`config.mk`:
```
export PLATFORM = sky130hd
export DESIGN_NAME = sdac_top
export DESIGN_NICKNAME = d
export VERILOG_FILES = /design/src/inc/sdac_pkg.sv /design/src/rtl/sdac_decim.sv /design/src/rtl/sdac_top.sv
export SDC_FILE = /design/constraint.sdc
export NUM_CORES = 1
export LEC_CHECK = 0
export ABC_AREA = 0
export CORE_MARGIN = 1
export CORE_UTILIZATION = 50
export CTS_CLUSTER_SIZE = 16
export DETAILED_ROUTE_END_ITERATION = 7
export DONT_BUFFER_PORTS = 1
export PLACE_DENSITY_LB_ADDON = 0.1
export SLEW_MARGIN = 30
export SYNTH_ARGS = -nofsm -noshare
export SYNTH_HDL_FRONTEND = slang
export SYNTH_SLANG_ARGS = --single-unit
```
`constraint.sdc`:
```
create_clock -name aclk -period 4.6 [get_ports aclk]
set_input_delay 0.23 -clock aclk [delete_from_list [all_inputs] [get_ports aclk]]
set_output_delay 0.23 -clock aclk [all_outputs]
set_load 0.01 [all_outputs]
```
`src/inc/sdac_pkg.sv`:
```
// shared constants and types for the sigma-delta converter control block
package sdac_pkg;

  // clocking and sampling
  localparam int CLK_HZ = 20_000_000;
  localparam int SAMPLE_HZ = 1_000_000;
  localparam int DIV_CYC = CLK_HZ / SAMPLE_HZ;
  localparam logic [4:0] DIV_LAST = 5'(DIV_CYC - 1);

  // conversion period at rate code 0, in microseconds
  localparam int BASE_US = 32;
  localparam int BASE_SAMPLES = BASE_US * SAMPLE_HZ / 1_000_000;
  localparam int CNT_W = 13;
  localparam int BASE_BITS = 5;
  localparam int RES_W = 16;
  localparam logic [3:0] TOP_SHIFT = 4'(RES_W - BASE_BITS);

  // register indices; byte address is four times the index
  localparam int ADDR_W = 17;
  localparam logic [14:0] IDX_DATA = 15'h4900;
  localparam logic [14:0] IDX_CFG = 15'h4902;
  localparam logic [14:0] IDX_FLAG = 15'h4904;
  localparam logic [14:0] IDX_MASK = 15'h4906;

  // configuration field positions
  localparam int CFG_RUN = 0;
  localparam int CFG_DITH = 1;
  localparam int CFG_SEL_LO = 8;
  localparam int CFG_RATE_LO = 12;
  localparam int FLAG_DONE = 0;

  // bus answers
  localparam logic [1:0] RESP_OKAY = 2'h0;
  localparam logic [1:0] RESP_SLVERR = 2'h2;

  // input select codes
  localparam logic [3:0] SEL_IN0 = 4'h0;
  localparam logic [3:0] SEL_IN1 = 4'h1;
  localparam logic [3:0] SEL_IN2 = 4'h2;
  localparam logic [3:0] SEL_IN3 = 4'h3;
  localparam logic [3:0] SEL_PAD = 4'h4;
  localparam logic [3:0] SEL_CORE = 4'h5;
  localparam logic [3:0] SEL_GND = 4'h7;
  localparam logic [3:0] SEL_VREF = 4'h8;
  localparam logic [3:0] SEL_DIFF01 = 4'h9;
  localparam logic [3:0] SEL_DIFF23 = 4'hA;

  // positive and negative legs of the differential input stage
  typedef enum logic [3:0] {
    POS_IN0, POS_IN1, POS_IN2, POS_IN3, POS_PAD_QTR,
    POS_CORE_HALF, POS_GND, POS_VREF, POS_NONE
  } sdac_pos_e;

  typedef enum logic [1:0] {
    NEG_HALF_VREF, NEG_IN1, NEG_IN3, NEG_NONE
  } sdac_neg_e;

  typedef struct packed {
    sdac_pos_e pos;
    sdac_neg_e neg;
  } sdac_mux_s;

endpackage : sdac_pkg

```
`src/rtl/sdac_decim.sv`:
```
// decimator: counts modulator ones over one conversion period
`timescale 1ns/1ps
module sdac_decim (
  input wire logic aclk,
  input wire logic aresetn,
  input wire logic run,
  input wire logic [2:0] rate,
  input wire logic tick,
  input wire logic mod_bit,
  output logic done,
  output logic [15:0] result
);

  typedef struct packed {
    logic [sdac_pkg::CNT_W-1:0] cnt;
    logic [sdac_pkg::CNT_W-1:0] ones;
    logic done;
    logic [15:0] result;
  } sdac_dec_s;

  sdac_dec_s st_q;
  sdac_dec_s st_d;
  logic [sdac_pkg::CNT_W-1:0] target;
  logic [sdac_pkg::CNT_W-1:0] full;
  logic [sdac_pkg::CNT_W-1:0] sum;
  logic [sdac_pkg::CNT_W-1:0] sat;

  // period in samples doubles per rate code
  assign target = sdac_pkg::CNT_W'(sdac_pkg::BASE_SAMPLES) << rate;
  // shift amount kept four bits wide: base width plus rate code reaches 12
  assign full = sdac_pkg::CNT_W'(1) << (4'(sdac_pkg::BASE_BITS) + 4'(rate));
  assign sum = st_q.ones + sdac_pkg::CNT_W'(mod_bit);
  // all-ones input would overflow the field by one, so clip it
  assign sat = (sum >= full) ? full - 13'h0001 : sum;

  // accumulate at each 1 MHz tick, close out at the period end
  always_comb
  begin
    st_d = st_q;
    st_d.done = 1'b0;
    if (!run)
    begin
      st_d.cnt = '0;
      st_d.ones = '0;
    end
    else if (tick)
    begin
      if (st_q.cnt == target - 13'h0001)
      begin
        st_d.done = 1'b1;
        st_d.result = 16'({3'h0, sat} << (sdac_pkg::TOP_SHIFT - 4'(rate)));
        st_d.cnt = '0;
        st_d.ones = '0;
      end
      else
      begin
        st_d.cnt = st_q.cnt + 13'h0001;
        st_d.ones = sum;
      end
    end
  end

  always_ff @(posedge aclk)
  begin
    if (!aresetn)
      st_q <= '0;
    else
      st_q <= st_d;
  end

  assign done = st_q.done;
  assign result = st_q.result;

  AST_DONE_PULSE: assert property (@(posedge aclk) disable iff (!aresetn)
    done |=> !done) else $error("done pulse longer than one cycle");
  AST_RES_ALIGN: assert property (@(posedge aclk) disable iff (!aresetn)
    done |-> ((result & ~(16'hFFFF << (sdac_pkg::TOP_SHIFT - 4'(rate)))) == 16'h0000))
    else $error("result not left aligned");
  AST_RES_HOLD: assert property (@(posedge aclk) disable iff (!aresetn)
    !st_d.done |=> $stable(result)) else $error("result changed without done");

endmodule : sdac_decim

```
`src/rtl/sdac_top.sv`:
```
// sigma-delta converter control with AXI4-Lite register access
//
// Decided for this implementation: the AXI4-Lite interface to the registers and the placing of the registers.
`timescale 1ns/1ps
module sdac_top (
  input wire logic aclk,
  input wire logic aresetn,
  input wire logic [16:0] s_axi_awaddr,
  input wire logic s_axi_awvalid,
  output logic s_axi_awready,
  input wire logic [31:0] s_axi_wdata,
  input wire logic [3:0] s_axi_wstrb,
  input wire logic s_axi_wvalid,
  output logic s_axi_wready,
  output logic [1:0] s_axi_bresp,
  output logic s_axi_bvalid,
  input wire logic s_axi_bready,
  input wire logic [16:0] s_axi_araddr,
  input wire logic s_axi_arvalid,
  output logic s_axi_arready,
  output logic [31:0] s_axi_rdata,
  output logic [1:0] s_axi_rresp,
  output logic s_axi_rvalid,
  input wire logic s_axi_rready,
  input wire logic mod_bit,
  output sdac_pkg::sdac_mux_s mux,
  output logic dither_off,
  output logic vref_out_en,
  output logic conv_run,
  output logic irq
);

  typedef struct packed {
    logic aw_have;
    logic [sdac_pkg::ADDR_W-1:0] awaddr;
    logic w_have;
    logic [31:0] wdata;
    logic [3:0] wstrb;
    logic bvalid;
    logic [1:0] bresp;
    logic rvalid;
    logic [31:0] rdata;
    logic [1:0] rresp;
    logic run;
    logic dith_off;
    logic [3:0] sel;
    logic [2:0] rate;
    logic flag;
    logic mask;
    logic [4:0] div;
    logic tick;
    logic mod_s1;
    logic mod_s2;
    sdac_pkg::sdac_mux_s mux;
  } sdac_state_s;

  sdac_state_s st_q;
  sdac_state_s st_d;
  logic done;
  logic [15:0] result;
  logic wr_fire;
  logic wr_cfg;
  logic wr_flag;
  logic wr_mask;
  logic wr_data;
  logic flag_clr;
  logic rd_take;
  logic [sdac_pkg::ADDR_W-1:0] raddr;

  // word index match; bits below the word are ignored
  function automatic logic reg_hit(
    input logic [sdac_pkg::ADDR_W-1:0] addr,
    input logic [14:0] idx
  );
    reg_hit = (addr[sdac_pkg::ADDR_W-1:2] == idx);
  endfunction : reg_hit

  // input routing for both legs of the differential stage
  function automatic sdac_pkg::sdac_mux_s sel_decode(input logic [3:0] sel);
    sdac_pkg::sdac_mux_s m;
    m.pos = sdac_pkg::POS_NONE;
    m.neg = sdac_pkg::NEG_HALF_VREF;
    case (sel)
      sdac_pkg::SEL_IN0: m.pos = sdac_pkg::POS_IN0;
      sdac_pkg::SEL_IN1: m.pos = sdac_pkg::POS_IN1;
      sdac_pkg::SEL_IN2: m.pos = sdac_pkg::POS_IN2;
      sdac_pkg::SEL_IN3: m.pos = sdac_pkg::POS_IN3;
      sdac_pkg::SEL_PAD: m.pos = sdac_pkg::POS_PAD_QTR;
      sdac_pkg::SEL_CORE: m.pos = sdac_pkg::POS_CORE_HALF;
      sdac_pkg::SEL_GND: m.pos = sdac_pkg::POS_GND;
      sdac_pkg::SEL_VREF: m.pos = sdac_pkg::POS_VREF;
      sdac_pkg::SEL_DIFF01:
      begin
        m.pos = sdac_pkg::POS_IN0;
        m.neg = sdac_pkg::NEG_IN1;
      end
      sdac_pkg::SEL_DIFF23:
      begin
        m.pos = sdac_pkg::POS_IN2;
        m.neg = sdac_pkg::NEG_IN3;
      end
      // reserved codes leave the stage unconnected
      default: m.neg = sdac_pkg::NEG_NONE;
    endcase
    sel_decode = m;
  endfunction : sel_decode

  // ready terms: one write and one read in flight at most
  assign s_axi_awready = !st_q.aw_have && !st_q.bvalid;
  assign s_axi_wready = !st_q.w_have && !st_q.bvalid;
  assign s_axi_arready = !st_q.rvalid;
  assign wr_fire = st_q.aw_have && st_q.w_have && !st_q.bvalid;
  assign rd_take = s_axi_arvalid && s_axi_arready;
  assign raddr = s_axi_araddr;

  // write decode of the held address
  assign wr_cfg = wr_fire && reg_hit(st_q.awaddr, sdac_pkg::IDX_CFG);
  assign wr_flag = wr_fire && reg_hit(st_q.awaddr, sdac_pkg::IDX_FLAG);
  assign wr_mask = wr_fire && reg_hit(st_q.awaddr, sdac_pkg::IDX_MASK);
  assign wr_data = wr_fire && reg_hit(st_q.awaddr, sdac_pkg::IDX_DATA);
  assign flag_clr = wr_flag && st_q.wstrb[0] && st_q.wdata[sdac_pkg::FLAG_DONE];

  // next-state logic for bus, configuration, flag and sampling
  always_comb
  begin
    st_d = st_q;

    // address and data are caught independently, in either order
    if (s_axi_awvalid && s_axi_awready)
    begin
      st_d.aw_have = 1'b1;
      st_d.awaddr = s_axi_awaddr;
    end
    if (s_axi_wvalid && s_axi_wready)
    begin
      st_d.w_have = 1'b1;
      st_d.wdata = s_axi_wdata;
      st_d.wstrb = s_axi_wstrb;
    end
    if (st_q.bvalid && s_axi_bready)
      st_d.bvalid = 1'b0;
    if (wr_fire)
    begin
      st_d.aw_have = 1'b0;
      st_d.w_have = 1'b0;
      st_d.bvalid = 1'b1;
      st_d.bresp = (wr_cfg || wr_flag || wr_mask || wr_data) ?
        sdac_pkg::RESP_OKAY : sdac_pkg::RESP_SLVERR;
    end

    // configuration writes, byte lanes honoured
    if (wr_cfg && st_q.wstrb[0])
    begin
      st_d.run = st_q.wdata[sdac_pkg::CFG_RUN];
      st_d.dith_off = st_q.wdata[sdac_pkg::CFG_DITH];
    end
    if (wr_cfg && st_q.wstrb[1])
    begin
      st_d.sel = st_q.wdata[sdac_pkg::CFG_SEL_LO +: 4];
      st_d.rate = st_q.wdata[sdac_pkg::CFG_RATE_LO +: 3];
    end
    if (wr_mask && st_q.wstrb[0])
      st_d.mask = st_q.wdata[sdac_pkg::FLAG_DONE];

    // set beats clear so a coinciding completion is never lost
    st_d.flag = (st_q.flag && !flag_clr) || done;

    // registered read answer; the only status bit is the done flag, bit 0 of the flag word
    if (st_q.rvalid && s_axi_rready)
      st_d.rvalid = 1'b0;
    if (rd_take)
    begin
      st_d.rvalid = 1'b1;
      st_d.rresp = sdac_pkg::RESP_OKAY;
      st_d.rdata = '0;
      if (reg_hit(raddr, sdac_pkg::IDX_DATA))
        st_d.rdata = {16'h0000, result};
      else if (reg_hit(raddr, sdac_pkg::IDX_CFG))
        st_d.rdata = {17'h00000, st_q.rate, st_q.sel, 6'h00,
          st_q.dith_off, st_q.run};
      else if (reg_hit(raddr, sdac_pkg::IDX_FLAG))
        st_d.rdata = {31'h00000000, st_q.flag};
      else if (reg_hit(raddr, sdac_pkg::IDX_MASK))
        st_d.rdata = {31'h00000000, st_q.mask};
      else
        st_d.rresp = sdac_pkg::RESP_SLVERR;
    end

    // 1 MHz sample tick, restarted whenever run is low
    if (!st_q.run)
    begin
      st_d.div = '0;
      st_d.tick = 1'b0;
    end
    else
    begin
      st_d.tick = (st_q.div == sdac_pkg::DIV_LAST);
      st_d.div = st_d.tick ? 5'h00 : st_q.div + 5'h01;
    end

    // modulator output is asynchronous to aclk
    st_d.mod_s1 = mod_bit;
    st_d.mod_s2 = st_q.mod_s1;

    // routing follows the select field one cycle later
    st_d.mux = sel_decode(st_q.sel);
  end

  // synchronous reset to all zero: run off, select 0, tick idle
  always_ff @(posedge aclk)
  begin
    if (!aresetn)
      st_q <= '0;
    else
      st_q <= st_d;
  end

  // period accumulation and result holding
  sdac_decim u_decim (
    .aclk(aclk),
    .aresetn(aresetn),
    .run(st_q.run),
    .rate(st_q.rate),
    .tick(st_q.tick),
    .mod_bit(st_q.mod_s2),
    .done(done),
    .result(result)
  );

  // outputs
  assign s_axi_bvalid = st_q.bvalid;
  assign s_axi_bresp = st_q.bresp;
  assign s_axi_rvalid = st_q.rvalid;
  assign s_axi_rdata = st_q.rdata;
  assign s_axi_rresp = st_q.rresp;
  assign mux = st_q.mux;
  assign dither_off = st_q.dith_off;
  assign vref_out_en = st_q.run;
  assign conv_run = st_q.run;
  assign irq = st_q.flag && st_q.mask;

  // checks
  AST_FLAG_SET: assert property (@(posedge aclk) disable iff (!aresetn)
    done |=> st_q.flag) else $error("completion did not set flag");
  AST_FLAG_CLR: assert property (@(posedge aclk) disable iff (!aresetn)
    (flag_clr && !done) |=> !st_q.flag) else $error("flag not cleared");
  AST_IRQ_GATE: assert property (@(posedge aclk) disable iff (!aresetn)
    irq |-> (st_q.mask && st_q.flag)) else $error("irq without mask and flag");
  AST_VREF: assert property (@(posedge aclk) disable iff (!aresetn)
    (wr_cfg && st_q.wstrb[0] && !st_q.wdata[sdac_pkg::CFG_RUN]) |=> !vref_out_en)
    else $error("reference stayed on after stop");
  AST_IDLE: assert property (@(posedge aclk) disable iff (!aresetn)
    (!st_q.run [*2]) |-> !done) else $error("completion while stopped");
  AST_TICK_GAP: assert property (@(posedge aclk) disable iff (!aresetn)
    st_q.tick |=> (!st_q.tick) [*8]) else $error("ticks too close");
  AST_START: assert property (@(posedge aclk) disable iff (!aresetn)
    $rose(st_q.run) |-> ##[1:21] st_q.tick) else $error("no prompt start");
  AST_SE_LEG: assert property (@(posedge aclk) disable iff (!aresetn)
    (st_q.sel <= sdac_pkg::SEL_IN3) |=> (mux.neg == sdac_pkg::NEG_HALF_VREF))
    else $error("single-ended leg not at half reference");
  AST_DIFF: assert property (@(posedge aclk) disable iff (!aresetn)
    (st_q.sel == sdac_pkg::SEL_DIFF01) |=> (mux.pos == sdac_pkg::POS_IN0 &&
    mux.neg == sdac_pkg::NEG_IN1)) else $error("pair 0-1 misrouted");

  COV_DONE: cover property (@(posedge aclk) disable iff (!aresetn)
    done ##1 irq);
  COV_COLLIDE: cover property (@(posedge aclk) disable iff (!aresetn)
    done && flag_clr);
  COV_STOP: cover property (@(posedge aclk) disable iff (!aresetn)
    $fell(st_q.run));

endmodule : sdac_top

```
==> flow_summary_export.csv <==
group,metric,value,unit
logic_synthesis,yosysTopAreaCell,"dfxtp_1",
floorplan,io_pins,129,
logic_synthesis,synth_top_area_frac,0.350,
timing,period_needed,4.02,ns
logic_synthesis,ys_warn_count,0,
critical_path,start_kind,"flip-flop",
timing,post-route-period-util,0.874,
clocking,cts_setup_buffers,0,
clocking,clk_latency,0.42,ns
logic_synthesis,synth_edf_count,0,
worst_hold_path,hold_depth,3,
global_route,antenna_found_initial,0,
critical_path,cp-end-kind,"flip-flop",
global_route,grt_max_degree,75,
critical_path,worstPathRequired,4.91,ns
logic_synthesis,ys_seq_area_frac,0.350,
power,vdd.ir_drop.worst,0.232,mV
final_layout,diodes,0,
timing,rsz0062_at_grt,"no",
final_layout,fin_nets,895,
floorplan,row_count,41,
final_layout,area_growth,11.6,%
clocking,cts_root_buf,"clkbuf_16",
clocking,cts_sinks,116,
global_route,grt_first_pass_wirelength,25400,um
global_route,gr-total-overflow,0,
worst_hold_path,min_from,"aresetn",
detailed_routing,ant_nets,0,
job,cap_violations,0,
critical_path,r2r-start,"u_decim.st_q[17]",
detailed_routing,drc_errors,0,
timing,fmax,249,MHz
critical_path,rr_worst_depth,16,
place,post-place-ws,0.638,ns
timing,finalHoldViolCount,0,
timing,fin_worst_skew,0.00811,ns
power,powerDensity,327,nW/um^2
clocking,htree_levels,4,
clocking,numCtsBuffers,17,
place,routabilityCongestion,0.861,
worst_hold_path,min_path_type,"in -> reg",
detailed_routing,routed-via-count,5521,
detailed_routing,first_pass_iters,5,
global_route,grt_pass1_vias,5095,
detailed_routing,wirelength,15800,um
critical_path,crit_fanout,10,
floorplan,die_h,117,um
worst_hold_path,whs_endpoint,"u_decim.result[13]",
critical_path,crit_buf_inv,2,
critical_path,reg2reg_slack,0.58,ns
global_route,grtUsageTotal,0.243,
detailed_routing,drtIter0Drc,446,
clocking,clk_pin_slew,0.05,ns
status,run_status,"complete, no violations",
timing,maxSlewHeadroom,0.510,
clocking,cts_tree,"yes",
logic_synthesis,syn_avg_cell_area,8.24,sq um
clocking,clockBufferDepth,2,
timing,setup_viol,0,
logic_synthesis,synth_top_flop_cell,"dfxtp_1",
critical_path,worstPathArrival,4.33,ns
place,placed_cells,917,
floorplan,initial_core_util,0.519,
place,port_buffers,0,
timing,setup_ws,0.581,ns
critical_path,slowest_stage,"dfxtp_1",
critical_path,cp_common_cell,"ha_1",
logic_synthesis,synthTopCellsByArea,"dfxtp_1 35%, nand2_1 6.4%, buf_4 4.9%, ha_1 4.2%, a21boi_0 3.9%",
timing,hold_ws,0.0332,ns
floorplan,core,12800,sq um
critical_path,crit_start,"u_decim.st_q[17]",
critical_path,worst-setup-path-type,"reg -> reg",
logic_synthesis,syn_area,6630,sq um
timing,final-max-slew-violation-count,0,
floorplan,die_w,117,um
logic_synthesis,ys_seq_elements,116,
critical_path,cp_slowest_stage_delay,0.36,ns
logic_synthesis,async_flop_share,0,
place,hpwl,10700,um
critical_path,crit_path_cell_trace,"ha_1, ha_1, nand3_1, nor2_1, xnor2_1, inv_1, ha_1, and4_1, o21ai_0, a211o_1, nand3_1, buf_4, mux2_2, o211ai_1, mux2i_1, a22o_1",
detailed_routing,via_per_inst,5.63,
detailed_routing,wl_per_cell,16.1,um
final_layout,drive_gt1_frac,0.0903,
logic_synthesis,syn_inst,804,
critical_path,r2r-end,"u_decim.result[11]",
timing,worst_pin_slew,0.733,ns
floorplan,design.die.area,13700,sq um
final_layout,final_cells,980,
logic_synthesis,ys_types,75,
power,leakage,2.76,nW
critical_path,crit_family,"compound AO/OA/AOI/OAI gates",
timing,fin_tns_setup,0,ns
-- power breakdown --
group	switching, mW	internal (mW)	total, mW
combinational	0.0603	0.0487	0.109
clock	0.479	0.790	1.27
sequential	0.0133	1.03	1.04
-- metal layers --
metal  vias up  wire, um  track usage
li1       2726         -            -
met1      2602      7210        0.310
met2       171      7440        0.391
met3        22       888       0.0639
met4         0       240       0.0954
met5         -         0            0
-- state kept, by name, summed over array words and instances, names as in the netlist, 6 cells and up --
signal	count
st_q	44
u_decim.st_q	26
u_decim.result	16
mux	6
s_axi_rdata	16
-- stage by stage --
stage | total power, mW | area [sq um] | utilization
after floorplan | 1.14 | 6700 | -
after global placement | 1.13 | 6490 | 0.508
after detailed placement | 1.14 | 6490 | 0.508
after CTS | 2.44 | 7380 | 0.578
after global routing | 2.50 | 7390 | 0.579
final | 2.42 | 7390 | 0.579
-- tightest hold or removal path, cell delays in order --
cell and delay [ns]:
o21a_1 0.08, o31ai_1 0.06, nor2_1 0.04
-- synthesized netlist by cell type (13+ instances only) --
| cell | n |
|---|---|
| inv_1 | 23 |
| nor2_1 | 52 |
| a21boi_0 | 34 |
| mux2_2 | 13 |
| buf_4 | 43 |
| nor2b_1 | 39 |
| nand4_1 | 13 |
| xnor2_1 | 22 |
| nand3_1 | 33 |
| mux2i_1 | 22 |
| a21oi_1 | 29 |
| dfxtp_1 | 116 |
| clkbuf_1 | 37 |
| nand2_1 | 113 |
| ha_1 | 22 |
| o21ai_0 | 23 |
| a22oi_1 | 19 |
-- what timing repair did --
action,in CTS,in global routing
hold buffers,31,0
endpoints found under the setup margin,0,0
resized for setup,0,0
hold endpoints to repair,74,0
-- area by class of cell --
cell class                      count  area, sq um
Fill cell                        1103         5380
Multi-Input combinational cell    592         3780
Sequential cell                   116         2320
Clock buffer                       18          429
Timing Repair Buffer               42          410
Tap cell                          172          215
Clock inverter                     14          138
Inverter                           26         97.6
-- cells by family after synthesis --
logic type,after synthesis,share of synthesized area
flops,116,0.350
compound gates,163,0.172
buf+inv,115,0.0916
fa+ha+maj,22,0.0415
other cells,2,0.00113
simple gates,316,0.238
xor+xnor,33,0.0436
mux,37,0.0621
-- cells in the final DEF (no fill, tap or decap), types with 7 or more instances in the layout --
cell type      instances
nand2b_1               7
a21oi_1               29
nor2b_1               39
o21ai_0               23
mux2_2                13
and2_1                10
xor2_1                11
nand3_1               33
nand2_1              113
buf_4                 11
conb_1                21
a21boi_0              34
clkbuf_16             17
o211ai_1               8
mux2i_1               22
xnor2_1               22
dlygate4sd3_1         30
inv_1                 23
ha_1                  22
a22oi_1               19
nand4_1               13
dfxtp_1              116
nor3_1                11
nor2_1                52
-- worst max path at each step --
| stage | cells after the start | to |
|---|---|---|
| after CTS | 16 | u_decim.result[12] |
| after floorplan | 17 | u_decim.result[12] |
| after global routing | 16 | u_decim.result[11] |
| final | 16 | u_decim.result[11] |
| after global placement | 16 | u_decim.result[11] |
| after detailed placement | 16 | u_decim.result[12] |
Note: power is estimated with default switching activity, not from simulation.
